$ cat src/hdl/hsc_pkg.sv
package hsc_pkg;

  // Clock and serial timing.
  localparam int CLK_PERIOD_NS    = 20;
  localparam int SCLK_PERIOD_NS   = 100;
  localparam int SCLK_HALF_CYCLES = (SCLK_PERIOD_NS / 2 + CLK_PERIOD_NS - 1) / CLK_PERIOD_NS;
  localparam int POLL_GAP_NS      = 10000;
  localparam int POLL_GAP_CYCLES  = POLL_GAP_NS / CLK_PERIOD_NS;
  localparam int MAX_POLLS        = 1000;

  // Serial frame layout: one direction bit, address, one data byte.
  localparam int ADDR_W  = 15;
  localparam int DATA_W  = 8;
  localparam int FRAME_W = 1 + ADDR_W + DATA_W;
  localparam int HEAD_W  = 1 + ADDR_W;

  // Device register offsets.
  localparam logic [14:0] OFS_SERIAL_PORT_CONFIG = 15'h0000;
  localparam logic [14:0] OFS_CHIP_KIND_ID       = 15'h0003;
  localparam logic [14:0] OFS_PRODUCT_ID_LOW     = 15'h0004;
  localparam logic [14:0] OFS_PRODUCT_ID_HIGH    = 15'h0005;
  localparam logic [14:0] OFS_GRADE_AND_REVISION = 15'h0006;
  localparam logic [14:0] OFS_CONVERTER_BIAS     = 15'h0040;
  localparam logic [14:0] OFS_REFERENCE_ENABLE   = 15'h0058;
  localparam logic [14:0] OFS_CLOCK_RECEIVER     = 15'h0080;
  localparam logic [14:0] OFS_LOCK_LOOP_POWER    = 15'h0090;
  localparam logic [14:0] OFS_LOCK_LOOP_ENABLE   = 15'h0091;
  localparam logic [14:0] OFS_LOCK_LOOP_STATE    = 15'h0092;
  localparam logic [14:0] OFS_ANALOG_PARAM       = 15'h009e;
  localparam logic [14:0] OFS_CAL_REG_RESET      = 15'h00d2;
  localparam logic [14:0] OFS_CAL_FACTOR_ENABLE  = 15'h00e8;
  localparam logic [14:0] OFS_OUTPUT_DECODE      = 15'h0152;
  localparam logic [14:0] OFS_NVM_LOAD_AND_PASS  = 15'h0604;
  localparam logic [14:0] OFS_NVM_CONFIG_A       = 15'h0606;
  localparam logic [14:0] OFS_NVM_CONFIG_B       = 15'h0607;

  // Values written during bring-up.
  localparam logic [7:0] VAL_FOUR_WIRE      = 8'h18;
  localparam logic [7:0] VAL_CAL_RESET_ON   = 8'h52;
  localparam logic [7:0] VAL_CAL_RESET_OFF  = 8'hd2;
  localparam logic [7:0] VAL_NVM_CONFIG_A   = 8'h02;
  localparam logic [7:0] VAL_NVM_CONFIG_B   = 8'h00;
  localparam logic [7:0] VAL_NVM_LOAD       = 8'h01;
  localparam logic [7:0] VAL_REFERENCE_ON   = 8'h03;
  localparam logic [7:0] VAL_LOOP_POWER_UP  = 8'h1e;
  localparam logic [7:0] VAL_CLOCK_RX_ON    = 8'h00;
  localparam logic [7:0] VAL_BIAS_ON        = 8'h00;
  localparam logic [7:0] VAL_ANALOG_PARAM   = 8'h85;
  localparam logic [7:0] VAL_LOOP_ENABLE    = 8'he9;
  localparam logic [7:0] VAL_CAL_FACTORS_ON = 8'h20;

  // Status bit positions and decode field.
  localparam int BOOT_PASS_BIT = 1;
  localparam int LOOP_LOCK_BIT = 0;
  localparam logic [1:0] DECODE_ILLEGAL = 2'h3;

  // Step indices of the sequence.
  localparam logic [4:0] IDX_WIRE_MODE = 5'h00;
  localparam logic [4:0] IDX_CAL_RESET = 5'h01;
  localparam logic [4:0] IDX_ID_FIRST  = 5'h06;
  localparam logic [4:0] IDX_ID_LAST   = 5'h09;
  localparam logic [4:0] IDX_CAL_EN    = 5'h12;
  localparam logic [4:0] IDX_LAST      = 5'h13;

  // Failure codes.
  localparam logic [1:0] FAIL_NONE     = 2'h0;
  localparam logic [1:0] FAIL_BOOT     = 2'h1;
  localparam logic [1:0] FAIL_LOCK     = 2'h2;
  localparam logic [1:0] FAIL_BAD_MODE = 2'h3;

  typedef enum logic [2:0] {
    STEP_WRITE,
    STEP_READ_ID,
    STEP_POLL_BOOT,
    STEP_POLL_LOCK,
    STEP_DECODE
  } hsc_kind_type;

  typedef struct packed {
    hsc_kind_type kind;
    logic [14:0]  addr;
    logic [7:0]   data;
  } hsc_step_type;

endpackage

$ cat src/hdl/hsc_startup_host.sv
// Contract
// Bring-up runs after power-up and again after every device power-down or reset.
// Bring-up completes before any serial link configuration starts.
// Oscillator setup follows bring-up; only one oscillator usage mode at once.
// All reserved private register writes of the sequence are performed.
// Port starts three-wire; writing 0x18 to serial_port_config selects four-wire, optionally.
// Write 0x52 then 0xD2 to cal_reg_reset to reset calibration registers.
// Write 0x02 to nvm_config_a then 0x00 to nvm_config_b before loading calibration.
// Writing 0x01 to nvm_load_and_pass loads factory calibration from nonvolatile memory.
// Device sets bit 1 of nvm_load_and_pass when the boot load completes.
// Offsets chip_kind_id to grade_and_revision hold chip type, product id, grade, revision.
// After the load, write 0x03 to reference_enable to enable the reference.
// Write 0x1E to lock_loop_power to power up the clock lock loop.
// Write 0x00 to clock_receiver_ctrl to enable the clock receiver.
// Write 0x00 to converter_bias_ctrl to enable the converter bias circuits.
// Write 0x85 to the private analog parameter register analog_param_private.
// After bias and analog steps, write 0xE9 to lock_loop_enable to enable the loop.
// Device sets bit 0 of lock_loop_state on lock; host checks it before continuing.
// After lock is confirmed, write 0x20 to cal_factor_enable to enable calibration factors.
// Bits 1:0 of output_decode_select pick decode mode, written as the last step.
// Poll lock and boot-pass bits; report failure after a bounded poll count.
`timescale 1ns/1ps
module hsc_startup_host #(
  parameter int MAX_POLLS  = hsc_pkg::MAX_POLLS,
  parameter int POLL_GAP   = hsc_pkg::POLL_GAP_CYCLES,
  parameter int SCLK_HALF  = hsc_pkg::SCLK_HALF_CYCLES
) (
  // Clock and reset
  input  wire logic        sys_clk,
  input  wire logic        rst_n,
  // User orders
  input  wire logic        start,
  input  wire logic        four_wire_req,
  input  wire logic        read_id_req,
  input  wire logic [1:0]  decode_mode,
  // User status
  output logic             busy,
  output logic             done,
  output logic             ready,
  output logic             fail,
  output logic [1:0]       fail_code,
  output logic [7:0]       chip_kind,
  output logic [15:0]      product_identifier,
  output logic [3:0]       product_grade_field,
  output logic [3:0]       silicon_revision_field,
  // Serial port pins
  output logic             spi_sclk,
  output logic             spi_cs_n,
  input  wire logic        sdio_in,
  output logic             sdio_out,
  output logic             sdio_oe_n,
  input  wire logic        spi_sdo
);

  typedef enum logic [2:0] {
    ST_IDLE,
    ST_ISSUE,
    ST_WAIT,
    ST_GAP
  } hsc_state_type;

  hsc_state_type        state;
  logic [4:0]           step_idx;
  logic [15:0]          poll_cnt;
  logic [15:0]          gap_cnt;
  logic                 fw_want;
  logic                 id_want;
  logic [1:0]           mode_q;
  logic                 four_wire_on;
  logic                 lock_seen;
  hsc_pkg::hsc_step_type cur;
  logic                 xfer_start;
  logic                 xfer_read;
  logic [7:0]           xfer_wdata;
  logic                 xfer_busy;
  logic                 xfer_done;
  logic [7:0]           xfer_rdata;
  logic                 poll_kind;
  logic                 poll_pass;
  logic                 poll_last;

  // The whole bring-up lives in one table, so the order cannot drift between paths.
  function automatic hsc_pkg::hsc_step_type step_of(input logic [4:0] idx);
    hsc_pkg::hsc_step_type s;
    s = '{hsc_pkg::STEP_WRITE, hsc_pkg::OFS_SERIAL_PORT_CONFIG, hsc_pkg::VAL_FOUR_WIRE};
    case (idx)
      5'h00: s = '{hsc_pkg::STEP_WRITE, hsc_pkg::OFS_SERIAL_PORT_CONFIG,
                   hsc_pkg::VAL_FOUR_WIRE};
      5'h01: s = '{hsc_pkg::STEP_WRITE, hsc_pkg::OFS_CAL_REG_RESET,
                   hsc_pkg::VAL_CAL_RESET_ON};
      5'h02: s = '{hsc_pkg::STEP_WRITE, hsc_pkg::OFS_CAL_REG_RESET,
                   hsc_pkg::VAL_CAL_RESET_OFF};
      5'h03: s = '{hsc_pkg::STEP_WRITE, hsc_pkg::OFS_NVM_CONFIG_A,
                   hsc_pkg::VAL_NVM_CONFIG_A};
      5'h04: s = '{hsc_pkg::STEP_WRITE, hsc_pkg::OFS_NVM_CONFIG_B,
                   hsc_pkg::VAL_NVM_CONFIG_B};
      5'h05: s = '{hsc_pkg::STEP_WRITE, hsc_pkg::OFS_NVM_LOAD_AND_PASS,
                   hsc_pkg::VAL_NVM_LOAD};
      5'h06: s = '{hsc_pkg::STEP_READ_ID, hsc_pkg::OFS_CHIP_KIND_ID, 8'h00};
      5'h07: s = '{hsc_pkg::STEP_READ_ID, hsc_pkg::OFS_PRODUCT_ID_LOW, 8'h00};
      5'h08: s = '{hsc_pkg::STEP_READ_ID, hsc_pkg::OFS_PRODUCT_ID_HIGH, 8'h00};
      5'h09: s = '{hsc_pkg::STEP_READ_ID, hsc_pkg::OFS_GRADE_AND_REVISION, 8'h00};
      5'h0a: s = '{hsc_pkg::STEP_POLL_BOOT, hsc_pkg::OFS_NVM_LOAD_AND_PASS, 8'h00};
      5'h0b: s = '{hsc_pkg::STEP_WRITE, hsc_pkg::OFS_REFERENCE_ENABLE,
                   hsc_pkg::VAL_REFERENCE_ON};
      5'h0c: s = '{hsc_pkg::STEP_WRITE, hsc_pkg::OFS_LOCK_LOOP_POWER,
                   hsc_pkg::VAL_LOOP_POWER_UP};
      5'h0d: s = '{hsc_pkg::STEP_WRITE, hsc_pkg::OFS_CLOCK_RECEIVER,
                   hsc_pkg::VAL_CLOCK_RX_ON};
      5'h0e: s = '{hsc_pkg::STEP_WRITE, hsc_pkg::OFS_CONVERTER_BIAS,
                   hsc_pkg::VAL_BIAS_ON};
      5'h0f: s = '{hsc_pkg::STEP_WRITE, hsc_pkg::OFS_ANALOG_PARAM,
                   hsc_pkg::VAL_ANALOG_PARAM};
      5'h10: s = '{hsc_pkg::STEP_WRITE, hsc_pkg::OFS_LOCK_LOOP_ENABLE,
                   hsc_pkg::VAL_LOOP_ENABLE};
      5'h11: s = '{hsc_pkg::STEP_POLL_LOCK, hsc_pkg::OFS_LOCK_LOOP_STATE, 8'h00};
      5'h12: s = '{hsc_pkg::STEP_WRITE, hsc_pkg::OFS_CAL_FACTOR_ENABLE,
                   hsc_pkg::VAL_CAL_FACTORS_ON};
      5'h13: s = '{hsc_pkg::STEP_DECODE, hsc_pkg::OFS_OUTPUT_DECODE, 8'h00};
      default: s = '{hsc_pkg::STEP_WRITE, hsc_pkg::OFS_SERIAL_PORT_CONFIG, 8'h00};
    endcase
    return s;
  endfunction

  // Optional steps are skipped without touching the pins.
  function automatic logic step_live(input logic [4:0] idx, input logic fw, input logic rid);
    logic live;
    live = 1'b1;
    if (idx == hsc_pkg::IDX_WIRE_MODE) begin
      live = fw;
    end else if (idx >= hsc_pkg::IDX_ID_FIRST && idx <= hsc_pkg::IDX_ID_LAST) begin
      live = rid;
    end
    return live;
  endfunction

  assign cur        = step_of(step_idx);
  assign xfer_start = (state == ST_ISSUE) && step_live(step_idx, fw_want, id_want);
  assign xfer_read  = (cur.kind == hsc_pkg::STEP_READ_ID) ||
                      (cur.kind == hsc_pkg::STEP_POLL_BOOT) ||
                      (cur.kind == hsc_pkg::STEP_POLL_LOCK);
  assign xfer_wdata = (cur.kind == hsc_pkg::STEP_DECODE) ? {6'h00, mode_q} : cur.data;
  assign poll_kind  = (cur.kind == hsc_pkg::STEP_POLL_BOOT) ||
                      (cur.kind == hsc_pkg::STEP_POLL_LOCK);
  assign poll_pass  = (cur.kind == hsc_pkg::STEP_POLL_BOOT) ?
                      xfer_rdata[hsc_pkg::BOOT_PASS_BIT] :
                      xfer_rdata[hsc_pkg::LOOP_LOCK_BIT];
  assign poll_last  = (poll_cnt == 16'(MAX_POLLS - 1));
  assign busy       = (state != ST_IDLE);

  // A fresh start with a legal decode mode replays the sequence from the first step.
  always_ff @(posedge sys_clk or negedge rst_n) begin
    if (!rst_n) begin
      state    <= ST_IDLE;
      step_idx <= 5'h00;
      poll_cnt <= 16'h0000;
    end else begin
      unique case (state)
        ST_IDLE: begin
          if (start && decode_mode != hsc_pkg::DECODE_ILLEGAL) begin
            state    <= ST_ISSUE;
            step_idx <= 5'h00;
            poll_cnt <= 16'h0000;
          end
        end
        ST_ISSUE: begin
          if (xfer_start) begin
            state <= ST_WAIT;
          end else if (step_idx == hsc_pkg::IDX_LAST) begin
            state <= ST_IDLE;
          end else begin
            step_idx <= step_idx + 5'h01;
          end
        end
        ST_WAIT: begin
          if (xfer_done) begin
            if (poll_kind && !poll_pass) begin
              // A bounded poll count keeps a dead clock from hanging the host.
              if (poll_last) begin
                state <= ST_IDLE;
              end else begin
                state    <= ST_GAP;
                poll_cnt <= poll_cnt + 16'h0001;
              end
            end else if (step_idx == hsc_pkg::IDX_LAST) begin
              state <= ST_IDLE;
            end else begin
              state    <= ST_ISSUE;
              step_idx <= step_idx + 5'h01;
              poll_cnt <= 16'h0000;
            end
          end
        end
        ST_GAP: begin
          if (gap_cnt == 16'h0000) begin
            state <= ST_ISSUE;
          end
        end
      endcase
    end
  end

  always_ff @(posedge sys_clk or negedge rst_n) begin
    if (!rst_n) begin
      gap_cnt <= 16'h0000;
    end else if (state == ST_WAIT) begin
      gap_cnt <= 16'(POLL_GAP - 1);
    end else if (state == ST_GAP && gap_cnt != 16'h0000) begin
      gap_cnt <= gap_cnt - 16'h0001;
    end
  end

  // Options are latched at start so a change mid-sequence cannot split it.
  always_ff @(posedge sys_clk or negedge rst_n) begin
    if (!rst_n) begin
      fw_want <= 1'b0;
      id_want <= 1'b0;
      mode_q  <= 2'h0;
    end else if (state == ST_IDLE && start) begin
      fw_want <= four_wire_req;
      id_want <= read_id_req;
      mode_q  <= decode_mode;
    end
  end

  // A device reset returns the port to three wires, so each run starts there.
  always_ff @(posedge sys_clk or negedge rst_n) begin
    if (!rst_n) begin
      four_wire_on <= 1'b0;
      lock_seen    <= 1'b0;
    end else if (state == ST_IDLE && start) begin
      four_wire_on <= 1'b0;
      lock_seen    <= 1'b0;
    end else if (state == ST_WAIT && xfer_done) begin
      if (step_idx == hsc_pkg::IDX_WIRE_MODE) begin
        four_wire_on <= 1'b1;
      end
      if (cur.kind == hsc_pkg::STEP_POLL_LOCK && poll_pass) begin
        lock_seen <= 1'b1;
      end
    end
  end

  always_ff @(posedge sys_clk or negedge rst_n) begin
    if (!rst_n) begin
      chip_kind              <= 8'h00;
      product_identifier     <= 16'h0000;
      product_grade_field    <= 4'h0;
      silicon_revision_field <= 4'h0;
    end else if (state == ST_WAIT && xfer_done && cur.kind == hsc_pkg::STEP_READ_ID) begin
      unique case (cur.addr)
        hsc_pkg::OFS_CHIP_KIND_ID:    chip_kind <= xfer_rdata;
        hsc_pkg::OFS_PRODUCT_ID_LOW:  product_identifier[7:0] <= xfer_rdata;
        hsc_pkg::OFS_PRODUCT_ID_HIGH: product_identifier[15:8] <= xfer_rdata;
        default: begin
          product_grade_field    <= xfer_rdata[7:4];
          silicon_revision_field <= xfer_rdata[3:0];
        end
      endcase
    end
  end

  // Ready is the go-ahead for link and oscillator setup; it drops on every new start.
  always_ff @(posedge sys_clk or negedge rst_n) begin
    if (!rst_n) begin
      done      <= 1'b0;
      ready     <= 1'b0;
      fail      <= 1'b0;
      fail_code <= hsc_pkg::FAIL_NONE;
    end else begin
      done <= 1'b0;
      if (state == ST_IDLE && start) begin
        done      <= (decode_mode == hsc_pkg::DECODE_ILLEGAL);
        ready     <= 1'b0;
        fail      <= (decode_mode == hsc_pkg::DECODE_ILLEGAL);
        fail_code <= (decode_mode == hsc_pkg::DECODE_ILLEGAL) ?
                     hsc_pkg::FAIL_BAD_MODE : hsc_pkg::FAIL_NONE;
      end else if (state == ST_WAIT && xfer_done && poll_kind && !poll_pass && poll_last) begin
        done      <= 1'b1;
        fail      <= 1'b1;
        fail_code <= (cur.kind == hsc_pkg::STEP_POLL_BOOT) ?
                     hsc_pkg::FAIL_BOOT : hsc_pkg::FAIL_LOCK;
      end else if ((state == ST_WAIT && xfer_done && !poll_kind &&
                    step_idx == hsc_pkg::IDX_LAST) ||
                   (state == ST_ISSUE && !xfer_start && step_idx == hsc_pkg::IDX_LAST)) begin
        done  <= 1'b1;
        ready <= 1'b1;
      end
    end
  end

  hsc_spi_xfer #(
    .HALF_DIV (SCLK_HALF)
  ) u_xfer (
    .sys_clk   (sys_clk),
    .rst_n     (rst_n),
    .start     (xfer_start),
    .read_op   (xfer_read),
    .addr      (cur.addr),
    .wdata     (xfer_wdata),
    .four_wire (four_wire_on),
    .busy      (xfer_busy),
    .done      (xfer_done),
    .rdata     (xfer_rdata),
    .spi_sclk  (spi_sclk),
    .spi_cs_n  (spi_cs_n),
    .sdio_in   (sdio_in),
    .sdio_out  (sdio_out),
    .sdio_oe_n (sdio_oe_n),
    .spi_sdo   (spi_sdo)
  );

  wire_mode_write_a: assert property (@(posedge sys_clk) disable iff (!rst_n)
    xfer_start && step_idx == hsc_pkg::IDX_WIRE_MODE |->
      cur.addr == 15'h0000 && xfer_wdata == 8'h18 && fw_want)
    else $error("Wire mode write malformed or not requested.");

  cal_reset_pair_a: assert property (@(posedge sys_clk) disable iff (!rst_n)
    state == ST_WAIT && xfer_done && step_idx == hsc_pkg::IDX_CAL_RESET |=>
      xfer_start && cur.addr == 15'h00d2 && xfer_wdata == 8'hd2)
    else $error("Calibration reset not released right after it was set.");

  nvm_load_value_a: assert property (@(posedge sys_clk) disable iff (!rst_n)
    xfer_start && !xfer_read && cur.addr == 15'h0604 |-> xfer_wdata == 8'h01)
    else $error("Nonvolatile load written with wrong value.");

  boot_pass_gate_a: assert property (@(posedge sys_clk) disable iff (!rst_n)
    state == ST_WAIT && xfer_done && cur.kind == hsc_pkg::STEP_POLL_BOOT && !xfer_rdata[1]
      |=> step_idx == $past(step_idx))
    else $error("Sequence moved past boot poll without pass bit.");

  cal_after_lock_a: assert property (@(posedge sys_clk) disable iff (!rst_n)
    xfer_start && step_idx == hsc_pkg::IDX_CAL_EN |-> lock_seen && xfer_wdata == 8'h20)
    else $error("Calibration factors enabled without confirmed lock.");

  decode_last_a: assert property (@(posedge sys_clk) disable iff (!rst_n)
    state == ST_WAIT && xfer_done && cur.kind == hsc_pkg::STEP_DECODE |=> done && ready && !busy)
    else $error("Decode write did not end the sequence.");

  poll_bound_a: assert property (@(posedge sys_clk) disable iff (!rst_n)
    poll_cnt < 16'(MAX_POLLS))
    else $error("Poll count passed its bound.");

  ready_clean_a: assert property (@(posedge sys_clk) disable iff (!rst_n)
    ready |-> !fail && !busy)
    else $error("Ready shown with failure or while busy.");

  done_pulse_a: assert property (@(posedge sys_clk) disable iff (!rst_n)
    done |=> !done)
    else $error("Done held longer than one cycle.");

endmodule

$ cat src/hdl/hsc_spi_xfer.sv
`timescale 1ns/1ps
module hsc_spi_xfer #(
  parameter int HALF_DIV = hsc_pkg::SCLK_HALF_CYCLES
) (
  // Clock and reset
  input  wire logic        sys_clk,
  input  wire logic        rst_n,
  // Transfer request
  input  wire logic        start,
  input  wire logic        read_op,
  input  wire logic [14:0] addr,
  input  wire logic [7:0]  wdata,
  input  wire logic        four_wire,
  output logic             busy,
  output logic             done,
  output logic [7:0]       rdata,
  // Serial port pins
  output logic             spi_sclk,
  output logic             spi_cs_n,
  input  wire logic        sdio_in,
  output logic             sdio_out,
  output logic             sdio_oe_n,
  input  wire logic        spi_sdo
);

  logic [15:0] div_cnt;
  logic        tick;
  logic [4:0]  bit_cnt;
  logic [23:0] shifter;
  logic        rd_flag;

  assign tick     = busy && (div_cnt == 16'(HALF_DIV - 1));
  assign sdio_out = shifter[hsc_pkg::FRAME_W - 1];

  always_ff @(posedge sys_clk or negedge rst_n) begin
    if (!rst_n) begin
      div_cnt <= 16'h0000;
    end else if (!busy || tick) begin
      div_cnt <= 16'h0000;
    end else begin
      div_cnt <= div_cnt + 16'h0001;
    end
  end

  // Data leaves on the falling edge and is sampled by both ends on the rising edge.
  always_ff @(posedge sys_clk or negedge rst_n) begin
    if (!rst_n) begin
      busy      <= 1'b0;
      done      <= 1'b0;
      spi_sclk  <= 1'b0;
      spi_cs_n  <= 1'b1;
      sdio_oe_n <= 1'b1;
      bit_cnt   <= 5'h00;
      shifter   <= 24'h00_0000;
      rd_flag   <= 1'b0;
    end else begin
      done <= 1'b0;
      if (!busy && start) begin
        busy      <= 1'b1;
        spi_cs_n  <= 1'b0;
        spi_sclk  <= 1'b0;
        sdio_oe_n <= 1'b0;
        bit_cnt   <= 5'h00;
        rd_flag   <= read_op;
        shifter   <= {read_op, addr, read_op ? 8'h00 : wdata};
      end else if (tick && !spi_sclk) begin
        spi_sclk <= 1'b1;
      end else if (tick) begin
        spi_sclk <= 1'b0;
        bit_cnt  <= bit_cnt + 5'h01;
        shifter  <= {shifter[22:0], 1'b0};
        // In three-wire reads the pin is handed to the device for the data byte.
        if (bit_cnt == 5'(hsc_pkg::HEAD_W - 1) && rd_flag && !four_wire) begin
          sdio_oe_n <= 1'b1;
        end
        if (bit_cnt == 5'(hsc_pkg::FRAME_W - 1)) begin
          busy      <= 1'b0;
          done      <= 1'b1;
          spi_cs_n  <= 1'b1;
          sdio_oe_n <= 1'b1;
        end
      end
    end
  end

  always_ff @(posedge sys_clk or negedge rst_n) begin
    if (!rst_n) begin
      rdata <= 8'h00;
    end else if (tick && !spi_sclk && rd_flag && bit_cnt >= 5'(hsc_pkg::HEAD_W)) begin
      rdata <= {rdata[6:0], four_wire ? spi_sdo : sdio_in};
    end
  end

  cs_frames_clock_a: assert property (@(posedge sys_clk) disable iff (!rst_n)
    spi_sclk |-> !spi_cs_n)
    else $error("Serial clock high outside a frame.");

endmodule

$ cat config.mk
export PLATFORM = sky130hd
export DESIGN_NAME = hsc_startup_host
export DESIGN_NICKNAME = d
export VERILOG_FILES = /design/src/hdl/hsc_pkg.sv /design/src/hdl/hsc_startup_host.sv /design/src/hdl/hsc_spi_xfer.sv
export SDC_FILE = /design/constraint.sdc
export NUM_CORES = 1
export LEC_CHECK = 0
export BUFFER_PORTS_ARGS = -buffer_cell sky130_fd_sc_hd__buf_2
export CAP_MARGIN = 20
export CORE_MARGIN = 8
export CORE_UTILIZATION = 55
export DETAILED_ROUTE_END_ITERATION = 16
export PLACE_DENSITY_LB_ADDON = 0.3
export SLEW_MARGIN = 20
export SYNTH_ARGS = -nofsm -noshare
export SYNTH_HDL_FRONTEND = slang
export SYNTH_SLANG_ARGS = --single-unit
$ cat constraint.sdc
create_clock -name sys_clk -period 2.9 [get_ports sys_clk]
set_input_delay 0.58 -clock sys_clk [delete_from_list [all_inputs] [get_ports sys_clk]]
set_output_delay 0.58 -clock sys_clk [all_outputs]
set_load 0.05 [all_outputs]
* Yosys cells after proc, flatten, opt, wreduce, memory -nomap -nowiden
Memory sizes are Yosys's and may differ from the RTL's.
Index checks and enable logic that the tools add are counted.
** Storage, ports and cells
- Bits in registers :: 141
- Memory bits (read-only) :: 704
- Bits of input ports :: 9
- Output and inout bits :: 42
- Memories :: 1
** Memory list
- (no name shown) :: words 32, bits a word 22, read ports 1, clocked after memory_dff 0, write ports 0, line hsc_startup_host.sv:86 : case (idx)
** Operators by class
- Add/sub/neg operators :: 5
- Order comparisons :: 3
- Eq/ne operators :: 27
- Multiplexer cells :: 71
- Bitwise logic cells :: 1
- Reductions and logical operators :: 62
** Operators with widths (count)
- 16-bit two-way mux :: 8
- 24-bit two-way mux :: 3
- 5-bit two-way mux :: 8
- 1-bit two-way mux :: 36
- 16-bit by 1-bit adder with 16-bit output, second input constant :: 2
- 16-bit case mux with 2 select lines :: 1
- 15-bit by 3-bit == test with 1-bit output, second input constant :: 2
- 1-bit logical AND :: 22
- 3-bit two-way mux :: 6
- 16-bit by 10-bit == test with 1-bit output, second input constant :: 1
- 16-bit by 2-bit == test with 1-bit output, second input constant :: 1
- 16-bit logical NOT :: 1
- 8-bit two-way mux :: 2
- 16-bit nonzero test :: 1
- 2-bit nonzero test :: 8
- 16-bit by 1-bit subtractor with 16-bit output, second input constant :: 1
- 15-bit by 2-bit == test with 1-bit output, second input constant :: 1
- 5-bit case mux with 3 select lines :: 1
- 2-bit AND reduction :: 7
- 3-bit by 2-bit == test with 1-bit output, second input constant :: 4
- 2-bit inequality test, second input constant :: 6
- 3-bit case mux with 4 select lines :: 1
- 3-bit nonzero test :: 4
- 5-bit by 1-bit adder with 5-bit output, second input constant :: 2
- 21 further kinds :: 40

* Longest topological paths before layout
Gate-level depths: netlist (run 1).
- Word-level depth :: 12
- Gate-level depth with buffers :: 12
- Mapped depth without buffers :: 9

* Hierarchy
Synthesis (run 1) repeated with hierarchy kept, for this count alone.
** Unflattened totals
- Cell total of the unflattened synthesis :: 770
- Area, all modules :: 7736.2 sq um
** Modules (own cells, without submodules)
- hsc_startup_host :: instances 1, cells an instance 472, area an instance 4755.8 sq um, sequential area each 2026.9 sq um
- hsc_spi_xfer :: instances 1, cells an instance 298, area an instance 2980.4 sq um, sequential area each 1478.9 sq um

* Least setup slack after synthesis (run 1)
OpenSTA, ideal clock, no wires.
- Path type :: reg-to-reg
- Start :: reg step_idx[1]
- End :: reg chip_kind[0]
- Setup time :: 0.125 ns
- Arrival time :: 2.859 ns
- Data required time :: 2.775 ns
- Setup slack :: -0.084 ns
- Cell stages (with the launch flop) :: 11
- Path buffers :: 2
- Period minus slack after synthesis :: 2.984 ns
- Cells stage by stage :: dfrtp_1 > clkbuf_1 > inv_1 > ha_1 > or4b_2 > o311ai_1 > a221oi_1 > nand4_1 > or4_1 > buf_6 > mux2_4
** On the way
- Cells in the longest elaborated chain, start to end :: 4
- Elaborated cells on any way between the ends :: 5
- Those cells by class :: 2 x eq/ne; 2 x reduce/logical; 1 x memory
** RTL lines
- start: declaration :: line hsc_startup_host.sv:63 : logic [4:0] step_idx;
- start signal: assignment :: line hsc_startup_host.sv:172 : step_idx <= step_idx + 5'h01;
- start signal: assignment :: line hsc_startup_host.sv:189 : step_idx <= step_idx + 5'h01;
- memory read 32 x 22 bit (*)
- branches (longest 2 deep; another with 15-bit by 2-bit == test with 1-bit output)
- 2-bit AND reduction (no source line) (*)
- end signal: assignment :: line hsc_startup_host.sv:252 : hsc_pkg::OFS_CHIP_KIND_ID: chip_kind <= xfer_rdata;
- end: declaration :: line hsc_startup_host.sv:42 : output logic [7:0] chip_kind,
Mark *: on every way between the ends.
A chain may end at the register's enable or synchronous reset.

* Final worst setup path (run 1)
- Start :: reg step_idx[1]
- End :: reg chip_kind[3]
Same word-level chain as after synthesis.

==> impl_results.md, run 1 <==
- Max Buffers Root-to-Sink: 2
- Power after layout: 4.06 mW
- Iteration-0 DRC Markers: about 440
- Post-route setup slack: 104 ps
- Reg power frac: just under 50%
- Final Non-Filler Cells: 997
- Die H: roughly 130 um
- Post-DP Area: between 0.007 and 0.008 sq mm
- Hold Slack: just over 200 ps
- Cells after DPL: roughly 960
- # hold bufs at CTS: 0
- RR Startpoint: step_idx[1]
- Num ports: 51
- DRC Markers: 0
- Die X: 131 um
- Place WS: ~34 ps
- Syn_nets: between 700 and 800
- GRT Util Overall: about a fifth
- Final setup TNS: 0 ps
- Post-Route WL: about 16,000 um
- Worst VDD drop: around 340 uV
- Slew margin rel.: about 53%
- Main synth FF type: dfrtp_1
- Worst skew pair latency: roughly 420 ps
- Clock-pin transition on the worst setup and hold timing paths: approximately 60 ps
- # rows: between 40 and 50
- Share of layout cells above drive strength 1: between 20% and 30%
- Leakage power: between 3 and 4 nW
- ANT nets after route: 0
- Vias/cell: around 5.8
- Status: completed
- Clock Power Share: 50.6%
- CTS Buf Count: 17
- Synth warn: 0
- First-pass GRT wire length: 28,400 um
- Final core utilization: 65.4%
- Final setup vio count: 0
- Max-slew violation count: 0
- Starting Density: a little under three fifths
- Internal power: around 3.2 mW
- Register bit count reported by yosys: 140
- Final instance area: around 0.0086 sq mm
- Vias: approximately 5,800
- Final period util: 96.4%
- Type of the worst setup path: reg2reg
- HP Class: in2async
- CTS tree: done
- Fin. Hold Viols: 0
- Ys async rst share: 100%
- Critical Path Fanout Max: 11
- Startpoint types: flip-flop
- Fmax: 358 MHz
- EDFF count, synth: 0
- Initial DRT Pass Iterations: 5
- H-tree depth: 4
- Initial antenna violation count: 0
- Synthesized instance count: ~720
- Final net count: between 800 and 900
- Slew of the pin with the lowest slew margin: about 700 ps
- Power Density: 475 mW/mm^2
- Largest net degree at the start of global routing: slightly below 80
- Port bufs: 50
- Fin Clk Skew: slightly above 6 ps
- R2r endpoint: chip_kind[3]
- Setup crit end: chip_kind[3]
- Clk sinks: 140
- Reg2reg setup slack: about 100 ps
- Switching part of the total power: between 20 and 25%
- Worst Path Arrival: 3090 ps
- RSZ-0062 raised after global routing: no
- Vias in the first global route: between 5,000 and 6,000
- Net Switching: 0.908 mW
- Register area share after synthesis: 48.3%
- Gate power share: roughly 1.3%
- Post-Syn Area per Cell: 10.0 sq um
- Worst r2r path cells: 9
- Final GP Congestion: a little under 0.9
- P&R area growth vs syn: 17.9%
- Die footprint: around 0.017 sq mm
- CP endpoint kind: flip-flop
- Routed WL per cell: 16.5 um
- Min cycle time layout: approximately 2800 ps
- Worst Path Required: 3200 ps
- Grt ovf: 0
- Total of max-cap violations: 0
- CTS root buf: clkbuf_16
- Post-synth cell types: 70
- Placeable core region: around 0.013 sq mm
- N_diodes: 0
- Worst setup path startpoint: step_idx[1]
- Dpl hpwl: around 12,000 um
- Post-Syn Area: a little over 0.007 sq mm
cells in the mapped netlist, types with 4 or more instances:
cell	number	area, sq um
dfrtp_1	138	3450
nand2_1	85	319
nor2_1	62	233
o21ai_0	45	225
mux2_2	41	462
nand3_1	27	135
inv_1	24	90.1
xor2_1	24	210
a21oi_1	22	110
a31oi_1	22	138
clkbuf_1	21	78.8
ha_1	17	213
and3_1	13	81.3
o211ai_1	12	90.1
mux2i_1	11	110
nor3_1	11	55.1
xnor2_1	10	87.6
buf_2	9	45.0
mux2_4	8	120
nand2b_1	7	43.8
nand4_1	7	43.8
nor2b_1	7	43.8
or3_1	7	43.8
nor4_1	6	37.5
or4_1	6	45.0
nand3b_1	5	37.5
and2_1	4	25.0
nor3_2	4	40.0
o21a_1	4	30.0
power by group through the flow:
| stage | registers (mW) | logic (mW) | clock network [mW] |
|---|---|---|---|
| 4_1_cts | 1.95 | 0.0551 | 2.09 |
| 5_1_grt | 1.95 | 0.0615 | 2.19 |
| 3_5_place_dp | 1.99 | 0.0552 | 0 |
| 6_report | 1.95 | 0.0517 | 2.05 |
| 3_3_place_gp | 1.99 | 0.0534 | 0 |
| 2_1_floorplan | 1.99 | 0.00205 | 0 |
metal layers:
metal	wire length [um]	share of wire, %	track usage (%)	vias to the layer above
met3	548	3.3	3.98	27
met5	0	0	0	-
met2	8020	49	33.6	118
met4	354	2.1	7.90	0
li1	-	-	-	2758
met1	7560	46	27.5	2880
cell type report:
| class | instances | area (sq um) |
|---|---|---|
| fillers | 992 | 4530 |
| flip-flops and latches | 140 | 3510 |
| clock buffers | 17 | 425 |
| inverters | 24 | 90.1 |
| well taps | 176 | 220 |
| multi-input cells | 526 | 3530 |
| clock inverters | 15 | 136 |
| repair buffers | 99 | 649 |
what timing repair did:
| action | CTS | global route |
|---|---|---|
| endpoints found under the setup margin | 0 | 42 |
| buffers inserted | 0 | 2 |
| resized for setup | 0 | 6 |
worst max-delay path, cell delays in order, from the launching register on:
cell,delay (ps)
dfrtp_1,440
buf_4,200
ha_1,240
nor2b_1,180
a21o_1,200
nor3_2,220
nand4_1,140
or4_1,540
buf_4,210
mux2_4,310
state kept, by name, indices dropped and copies added (netlist names), 4 cells and up:
name and cells:
poll_cnt 16, chip_kind 8, product_grade_field 4, step_idx 5
u_xfer.shifter 24, u_xfer.div_cnt 16, u_xfer.bit_cnt 5, u_xfer.rdata 8
product_identifier 16, silicon_revision_field 4, gap_cnt 16
layout by cell type, fill, tap and decap left out, drive strengths merged, types with 3 or more instances in the layout:
cell type	netlist	final
a211oi	3	3
a21boi	5	5
a21oi	22	22
a22o	3	3
a31oi	22	22
a41oi	3	3
and2	5	5
and3	13	13
buf	13	99
clkbuf	21	17
clkinv	0	5
clkinvlp	0	4
dfrtp	138	138
ha	17	17
inv	24	29
mux2	49	49
mux2i	11	11
nand2	85	85
nand2b	7	7
nand3	27	27
nand3b	6	6
nand4	7	7
nor2	62	62
nor2b	7	7
nor3	15	15
nor3b	3	3
nor4	6	6
nor4b	3	3
o2111ai	3	3
o211ai	12	12
o21a	4	4
o21ai	45	45
o31ai	3	3
or3	7	7
or4	6	6
xnor2	10	10
xor2	24	24
cell families after synthesis:
| group | count (synthesis) | synth area share, % |
|---|---|---|
| DFF | 140 | 48.3 |
| AOI/OAI and AO/OA | 144 | 12.7 |
| buffers and inverters | 58 | 3.36 |
| xor gates and xnor gates | 34 | 4.10 |
| muxes | 60 | 9.53 |
| adders and majority gates | 17 | 2.93 |
| and+or+nand+nor | 271 | 19.1 |
worst min path at each step:
| stage | to | cells past startpoint | slack (ps) |
|---|---|---|---|
| after floorplan | chip_kind[0] | 0 | 280 |
| after global placement | u_xfer.shifter[21] | 2 | 460 |
| after detailed placement | u_xfer.shifter[20] | 2 | 480 |
| after CTS | gap_cnt[8] | 1 | 230 |
| after global routing | gap_cnt[3] | 1 | 250 |
| final | gap_cnt[10] | 1 | 200 |
(Power assumes the default switching activity.)
==> run 2: changes to the inputs <==
SETUP_SLACK_MARGIN = 0.4   (was not set)
==> run 2 against run 1 <==
Net effect:
- largest cell class unchanged
- critical endpoint is now chip_kind[5]
- critical path type unchanged
- global-route usage up 1.8 points
- clock power rose by 22%
- highest routed layer unchanged
- clock skew fell by 1.8 ps
==> impl_results.md, run 2 (same netlist as run 1, synthesis figures left out) <==
- Leakage power: approximately 4.1 nW
- CP endpoint kind: flip-flop
- Die X: approximately 130 um
- Total of max-cap violations: 0
- N_diodes: 0
- Commonest non-fill, non-tap cell in the layout: dfrtp_1
- Final net count: 844
- Fmax: about 370 MHz
- Initial antenna violation count: 0
- Slew of the pin with the lowest slew margin: 675 ps
- Vias in the first global route: roughly 6,000
- Worst Path Required: around 3200 ps
- R2r endpoint: chip_kind[5]
- Worst r2r path cells: 10
- Die H: 131 um
- Largest net degree at the start of global routing: 62
- CTS Buf Count: 17
- Worst skew pair latency: about 420 ps
- Worst Path Arrival: around 3000 ps
- Met3 usage: under 10%
- Final setup TNS: 0 ps
- Final period util: ~93%
- Max reg flops: 24
- Post-Route WL: approximately 19,000 um
- # hold bufs at CTS: 0
- HP Class: in2async
- Num ports: around 50
- Max Buffers Root-to-Sink: 2
- Place WS: between 0.9 and 1 ps
- Final instance area: 0.00916 sq mm
- Post-route setup slack: between 150 and 200 ps
- Starting Density: 55.5%
- Final setup vio count: 0
- Clk sinks: 140
- Vias: about 5,900
- Share of layout cells above drive strength 1: between 20 and 30%
- Top reg by flops: u_xfer.shifter
- DRC Markers: 0
- CTS tree: done
- Grt peak-use layer: met2
- ANT nets after route: 0
- Commonest cells after routing, fill and taps aside: dfrtp_1 (134), nand2_1 (84), nor2_1 (60)
- H-tree depth: 4
- Type of the worst setup path: reg2reg
- Critical Path Fanout Max: 8
- Fin Clk Skew: roughly 4.3 ps
- Post-DP Area: around 0.0080 sq mm
- Routed WL per cell: approximately 19 um
- Status: completed
- Met1 Resource Use GR: approximately 28%
- First-pass GRT wire length: 30,500 um
- CTS root buf: clkbuf_16
- Reg2reg setup slack: 200 ps
- Min cycle time layout: between 2000 and 3000 ps
- Sequential Area: approximately 0.0035 sq mm
- Slew margin rel.: 54.6%
- Fin. Hold Viols: 0
- Max-slew violation count: 0
- Power Density: just under 500 mW/mm^2
- # fillers: ~890
- Vias/cell: roughly 5.9
- GRT Util Overall: between 20% and 30%
- Dpl hpwl: roughly 12,000 um
- Worst VDD drop: 432 uV
- RR Startpoint: step_idx[1]
- Multi-input gate area: between 0.003 and 0.004 sq mm
- Clock-pin transition on the worst setup and hold timing paths: approximately 60 ps
- M2 GR Usage: about two fifths
- RSZ-0062 raised after global routing: yes
- Initial DRT Pass Iterations: 6
- Placeable core region: 0.0131 sq mm
- Die footprint: 0.0171 sq mm
- P&R area growth vs syn: 26.2%
- Iteration-0 DRC Markers: roughly 430
- Grt ovf: 0
- Startpoint types: flip-flop
- # rows: 42
- Final GP Congestion: roughly 0.94
- Port bufs: 50
[run 2: power by group]
group,switching (mW),internal (mW),total (mW)
Sequential,0,1.95,1.95
Clock,0.818,1.68,2.50
Combinational,0.0422,0.0102,0.0524
Total,0.860,3.64,4.50
[run 2: critical path: stages (launching register included)]
cell and delay [ps]:
dfrtp_2 430, inv_6 50, buf_12 120, ha_4 260
or4b_4 220, o311ai_4 90, a221oi_2 250, nand4_1 210
or4_4 490, buf_12 170, mux2_4 300
[run 2: how the worst max path moves through the flow]
| stage | slack (ps) | start | depth (start not counted) | endpoint |
|---|---|---|---|---|
| floorplan | 190 | step_idx[1] | 10 | chip_kind[0] |
| global placement | 110 | step_idx[1] | 9 | chip_kind[0] |
| detailed placement | 1 | step_idx[1] | 10 | chip_kind[5] |
| CTS | 360 | poll_cnt[3] | 4 | fail_code[1] |
| global route | 90 | step_idx[1] | 9 | poll_cnt[11] |
| finish | 200 | step_idx[1] | 10 | chip_kind[5] |
[run 2: area by class of cell]
cell class,instances,share of cell area (%)
timing repair buffer,109,8.65
inverter,24,1.11
tap,176,2.40
clock inverter,11,2.31
clock buffer,21,5.14
multi-input combinational,526,42.1
sequential,140,38.3
[run 2: stage by stage]
stage                     instances  total power [mW]  hold WS (ps)  utilization, %
after floorplan                 724              1.99           284               -
after global placement          953              2.04           463            61.1
after detailed placement        953              2.04           476            61.1
after CTS                      1001              4.53           158            68.4
after global routing           1007              4.62           188            70.0
final                          1007              4.50           145            70.0
[run 2: metal layers]
metal  vias up  part of all wire, %
met3        29                  4.4
met4         0                  1.9
met1      2973                   43
met5         -                    0
met2       170                   51
li1       2766                    -
[run 2: what timing repair did]
action,4_1_cts,5_1_grt
endpoints found under the setup margin,65,85
pin swaps,12,10
resized for setup,33,43
setup buffers,16,6
cloned,0,0
==> run 3: changes to the inputs <==
CORE_MARGIN = 1   (was 8)
SYNTH_HIERARCHICAL = 1   (was not set)
==> run 3 against run 2 <==
Net effect:
- fmax grew 8.5%
- sequential cell count did not move
- final area grew 1.8%
- first-iteration DRC count is 59% higher
- non-clock buffer count is 3 lower
- sequential share of layout area fell by 0.69 points
- clock skew is 0.95 ps higher
- critical endpoint is now product_identifier[8]
==> impl_results.md, run 3 <==
- Worst Path Required: around 3200 ps
- Post-Syn Area per Cell: around 10 sq um
- Type of the worst setup path: reg2reg
- Clock-pin transition on the worst setup and hold timing paths: ~60 ps
- EDFF count, synth: 0
- Slew margin rel.: about half
- First-pass GRT wire length: approximately 32,000 um
- Synthesized instance count: 770
- Dpl hpwl: approximately 13,000 um
- Placeable core region: between 0.01 and 0.015 sq mm
- Port bufs: 50
- Post-synth cell types: 82
- Share of layout cells above drive strength 1: between 20 and 30%
- CTS tree: done
- Most frequent cell after synthesis: dfrtp_1
- Die footprint: ~0.015 sq mm
- Setup crit end: product_identifier[8]
- Final setup TNS: 0 ps
- Initial antenna violation count: 0
- Multi-input gate area: between 0.004 and 0.005 sq mm
- Num ports: 51
- Register bit count reported by yosys: 140
- CTS Buf Count: 17
- Hold Slack: about 150 ps
- Final net count: ~880
- P&R area growth vs syn: 20.6%
- N_diodes: 0
- ANT nets after route: 0
- Final core utilization: just under 70%
- Place WS: 76.4 ps
- Startpoint types: flip-flop
- Fin Clk Skew: about 5.3 ps
- Die X: ~120 um
- RR Startpoint: step_idx[1]
- Max Buffers Root-to-Sink: 2
- Commonest non-fill, non-tap cell in the layout: dfrtp_1
- CP endpoint kind: flip-flop
- Max reg flops: 24
- # rows: 42
- # fillers: roughly 920
- Final Non-Filler Cells: about 1,000
- Starting Density: 57.3%
- Worst VDD drop: approximately 480 uV
- Power after layout: about 4.4 mW
- Fin. Hold Viols: 0
- Largest net degree at the start of global routing: slightly above 70
- Sequential Area: around 0.0035 sq mm
- Main synth FF type: dfrtp_1
- Synth warn: 6
- Final GP Congestion: approximately 0.91
- Initial DRT Pass Iterations: 5
- CTS root buf: clkbuf_16
- Worst Path Arrival: between 2000 and 3000 ps
- Largest cells by area after synthesis: dfrtp_1 (45%), mux2_2 (6.0%), a21oi_1 (3.6%)
- Fmax: 401 MHz
- RSZ-0062 raised after global routing: yes
- Die H: between 100 and 150 um
- Clk sinks: between 100 and 150
- Post-synth top area share: 44.6%
- Leakage power: just over 4 nW
- Ys async rst share: 100%
- Critical Path Fanout Max: 8
- Power Density: ~470 mW/mm^2
- HP Class: in2async
- Post-route setup slack: ~410 ps
- Vias: about 6,500
- Worst r2r path cells: 9
- Reg2reg setup slack: between 400 and 500 ps
- Final instance area: about 0.0093 sq mm
- Grt ovf: 0
- Total of max-cap violations: 0
- Iteration-0 DRC Markers: 681
- Worst skew pair latency: around 430 ps
- H-tree depth: 4
- Status: completed
- Vias in the first global route: roughly 6,300
- Top reg by flops: u_xfer/shifter
- Min cycle time layout: 2490 ps
- Slew of the pin with the lowest slew margin: around 740 ps
- Final setup vio count: 0
- Post-Route WL: ~20,000 um
- R2r endpoint: product_identifier[8]
- Register area share after synthesis: 45.3%
- Routed WL per cell: ~19 um
- Final period util: between 80% and 90%
- Worst setup path startpoint: step_idx[1]
- Max-slew violation count: 0
- Post-DP Area: between 0.008 and 0.009 sq mm
- Largest area contributor in the synthesized netlist: dfrtp_1
- Vias/cell: 6.18
- GRT Util Overall: around 28%
- Cells after DPL: between 900 and 1,000
- Post-Syn Area: between 0.007 and 0.008 sq mm
- Commonest cells after routing, fill and taps aside: dfrtp_1 (134), nor2_1 (72), a21oi_1 (53)
- DRC Markers: 0
- Commonest cells in the synthesized netlist: dfrtp_1 (138), nor2_1 (73), a21oi_1 (55), nand2_1 (48), o21ai_0 (43)
==> run 3: changes by cell type after synthesis, moves of 6 or more <==
cell / delta
nand3_1: -6
or2_2: +6
nor4_1: +10
nand2b_1: +8
mux2i_1: -9
xor2_1: -9
nand4_1: +7
a21oi_1: +33
o211ai_1: -6
xnor2_1: +11
nand2_1: -37
nor2_1: +11
and3_1: -6
nor3_1: +10
==> run 3: metal layers <==
| metal | track usage [%] | wire [um] | part of all wire [%] | up-vias |
|---|---|---|---|---|
| li1 | - | - | - | 2967 |
| met1 | 35.7 | 8430 | 43 | 3205 |
| met2 | 45.0 | 9670 | 49 | 226 |
| met3 | 5.80 | 1030 | 5.2 | 52 |
| met4 | 14.2 | 561 | 2.8 | 0 |
| met5 | 0 | 0 | 0 | - |
==> run 3: worst min path at each step <==
| stage | cells past startpoint | end | slack [ps] |
|---|---|---|---|
| 2_1_floorplan | 0 | chip_kind[0] | 280 |
| 5_1_grt | 1 | u_xfer/shifter[20] | 200 |
| 4_1_cts | 1 | u_xfer/shifter[20] | 170 |
| 6_report | 1 | u_xfer/shifter[20] | 150 |
| 3_3_place_gp | 2 | u_xfer/spi_cs_n | 470 |
| 3_5_place_dp | 2 | u_xfer/spi_cs_n | 480 |
==> run 3: kinds of logic (layout without fill, tap and decap cells) <==
| logic type | Yosys count | after routing | share of synthesized area [%] |
|---|---|---|---|
| other cells | 1 | 4 | 0.0485 |
| fa+ha+maj | 19 | 19 | 3.07 |
| simple gates | 281 | 281 | 20.7 |
| compound gates | 177 | 177 | 15.0 |
| flops | 140 | 140 | 45.3 |
| mux | 51 | 51 | 7.78 |
| xor+xnor | 36 | 36 | 4.08 |
| buf+inv | 65 | 159 | 4.01 |
==> run 3: repair_timing <==
| item | CTS | global route |
|---|---|---|
| setup endpoints to repair | 69 | 69 |
| pin swaps | 4 | 8 |
| resized for setup | 9 | 39 |
| setup buffers | 10 | 6 |
| hold buffers | 0 | 0 |
==> run 3: worst max-delay path, stage by stage, from the launching register on <==
cell	delay, ps
dfrtp_2	440
clkinv_4	90
ha_4	260
mux2_4	280
nand3_2	90
o221ai_4	130
nor4_4	350
and3b_2	260
buf_12	140
mux2_2	330
==> run 3: final cells by class <==
| cell class | count | share of cell area (%) |
|---|---|---|
| Inverter | 22 | 0.966 |
| Timing Repair Buffer | 106 | 7.74 |
| Clock buffer | 18 | 4.60 |
| Sequential cell | 140 | 37.6 |
| Tap cell | 176 | 2.36 |
| Multi-Input combinational cell | 568 | 44.7 |
| Clock inverter | 13 | 2.04 |
==> run 3: power breakdown <==
group | switching, mW | internal, mW | total [mW]
Clock | 0.890 | 1.44 | 2.33
Sequential | 0.0119 | 1.96 | 1.97
Combinational | 0.0497 | 0.0189 | 0.0686
Total | 0.951 | 3.42 | 4.37
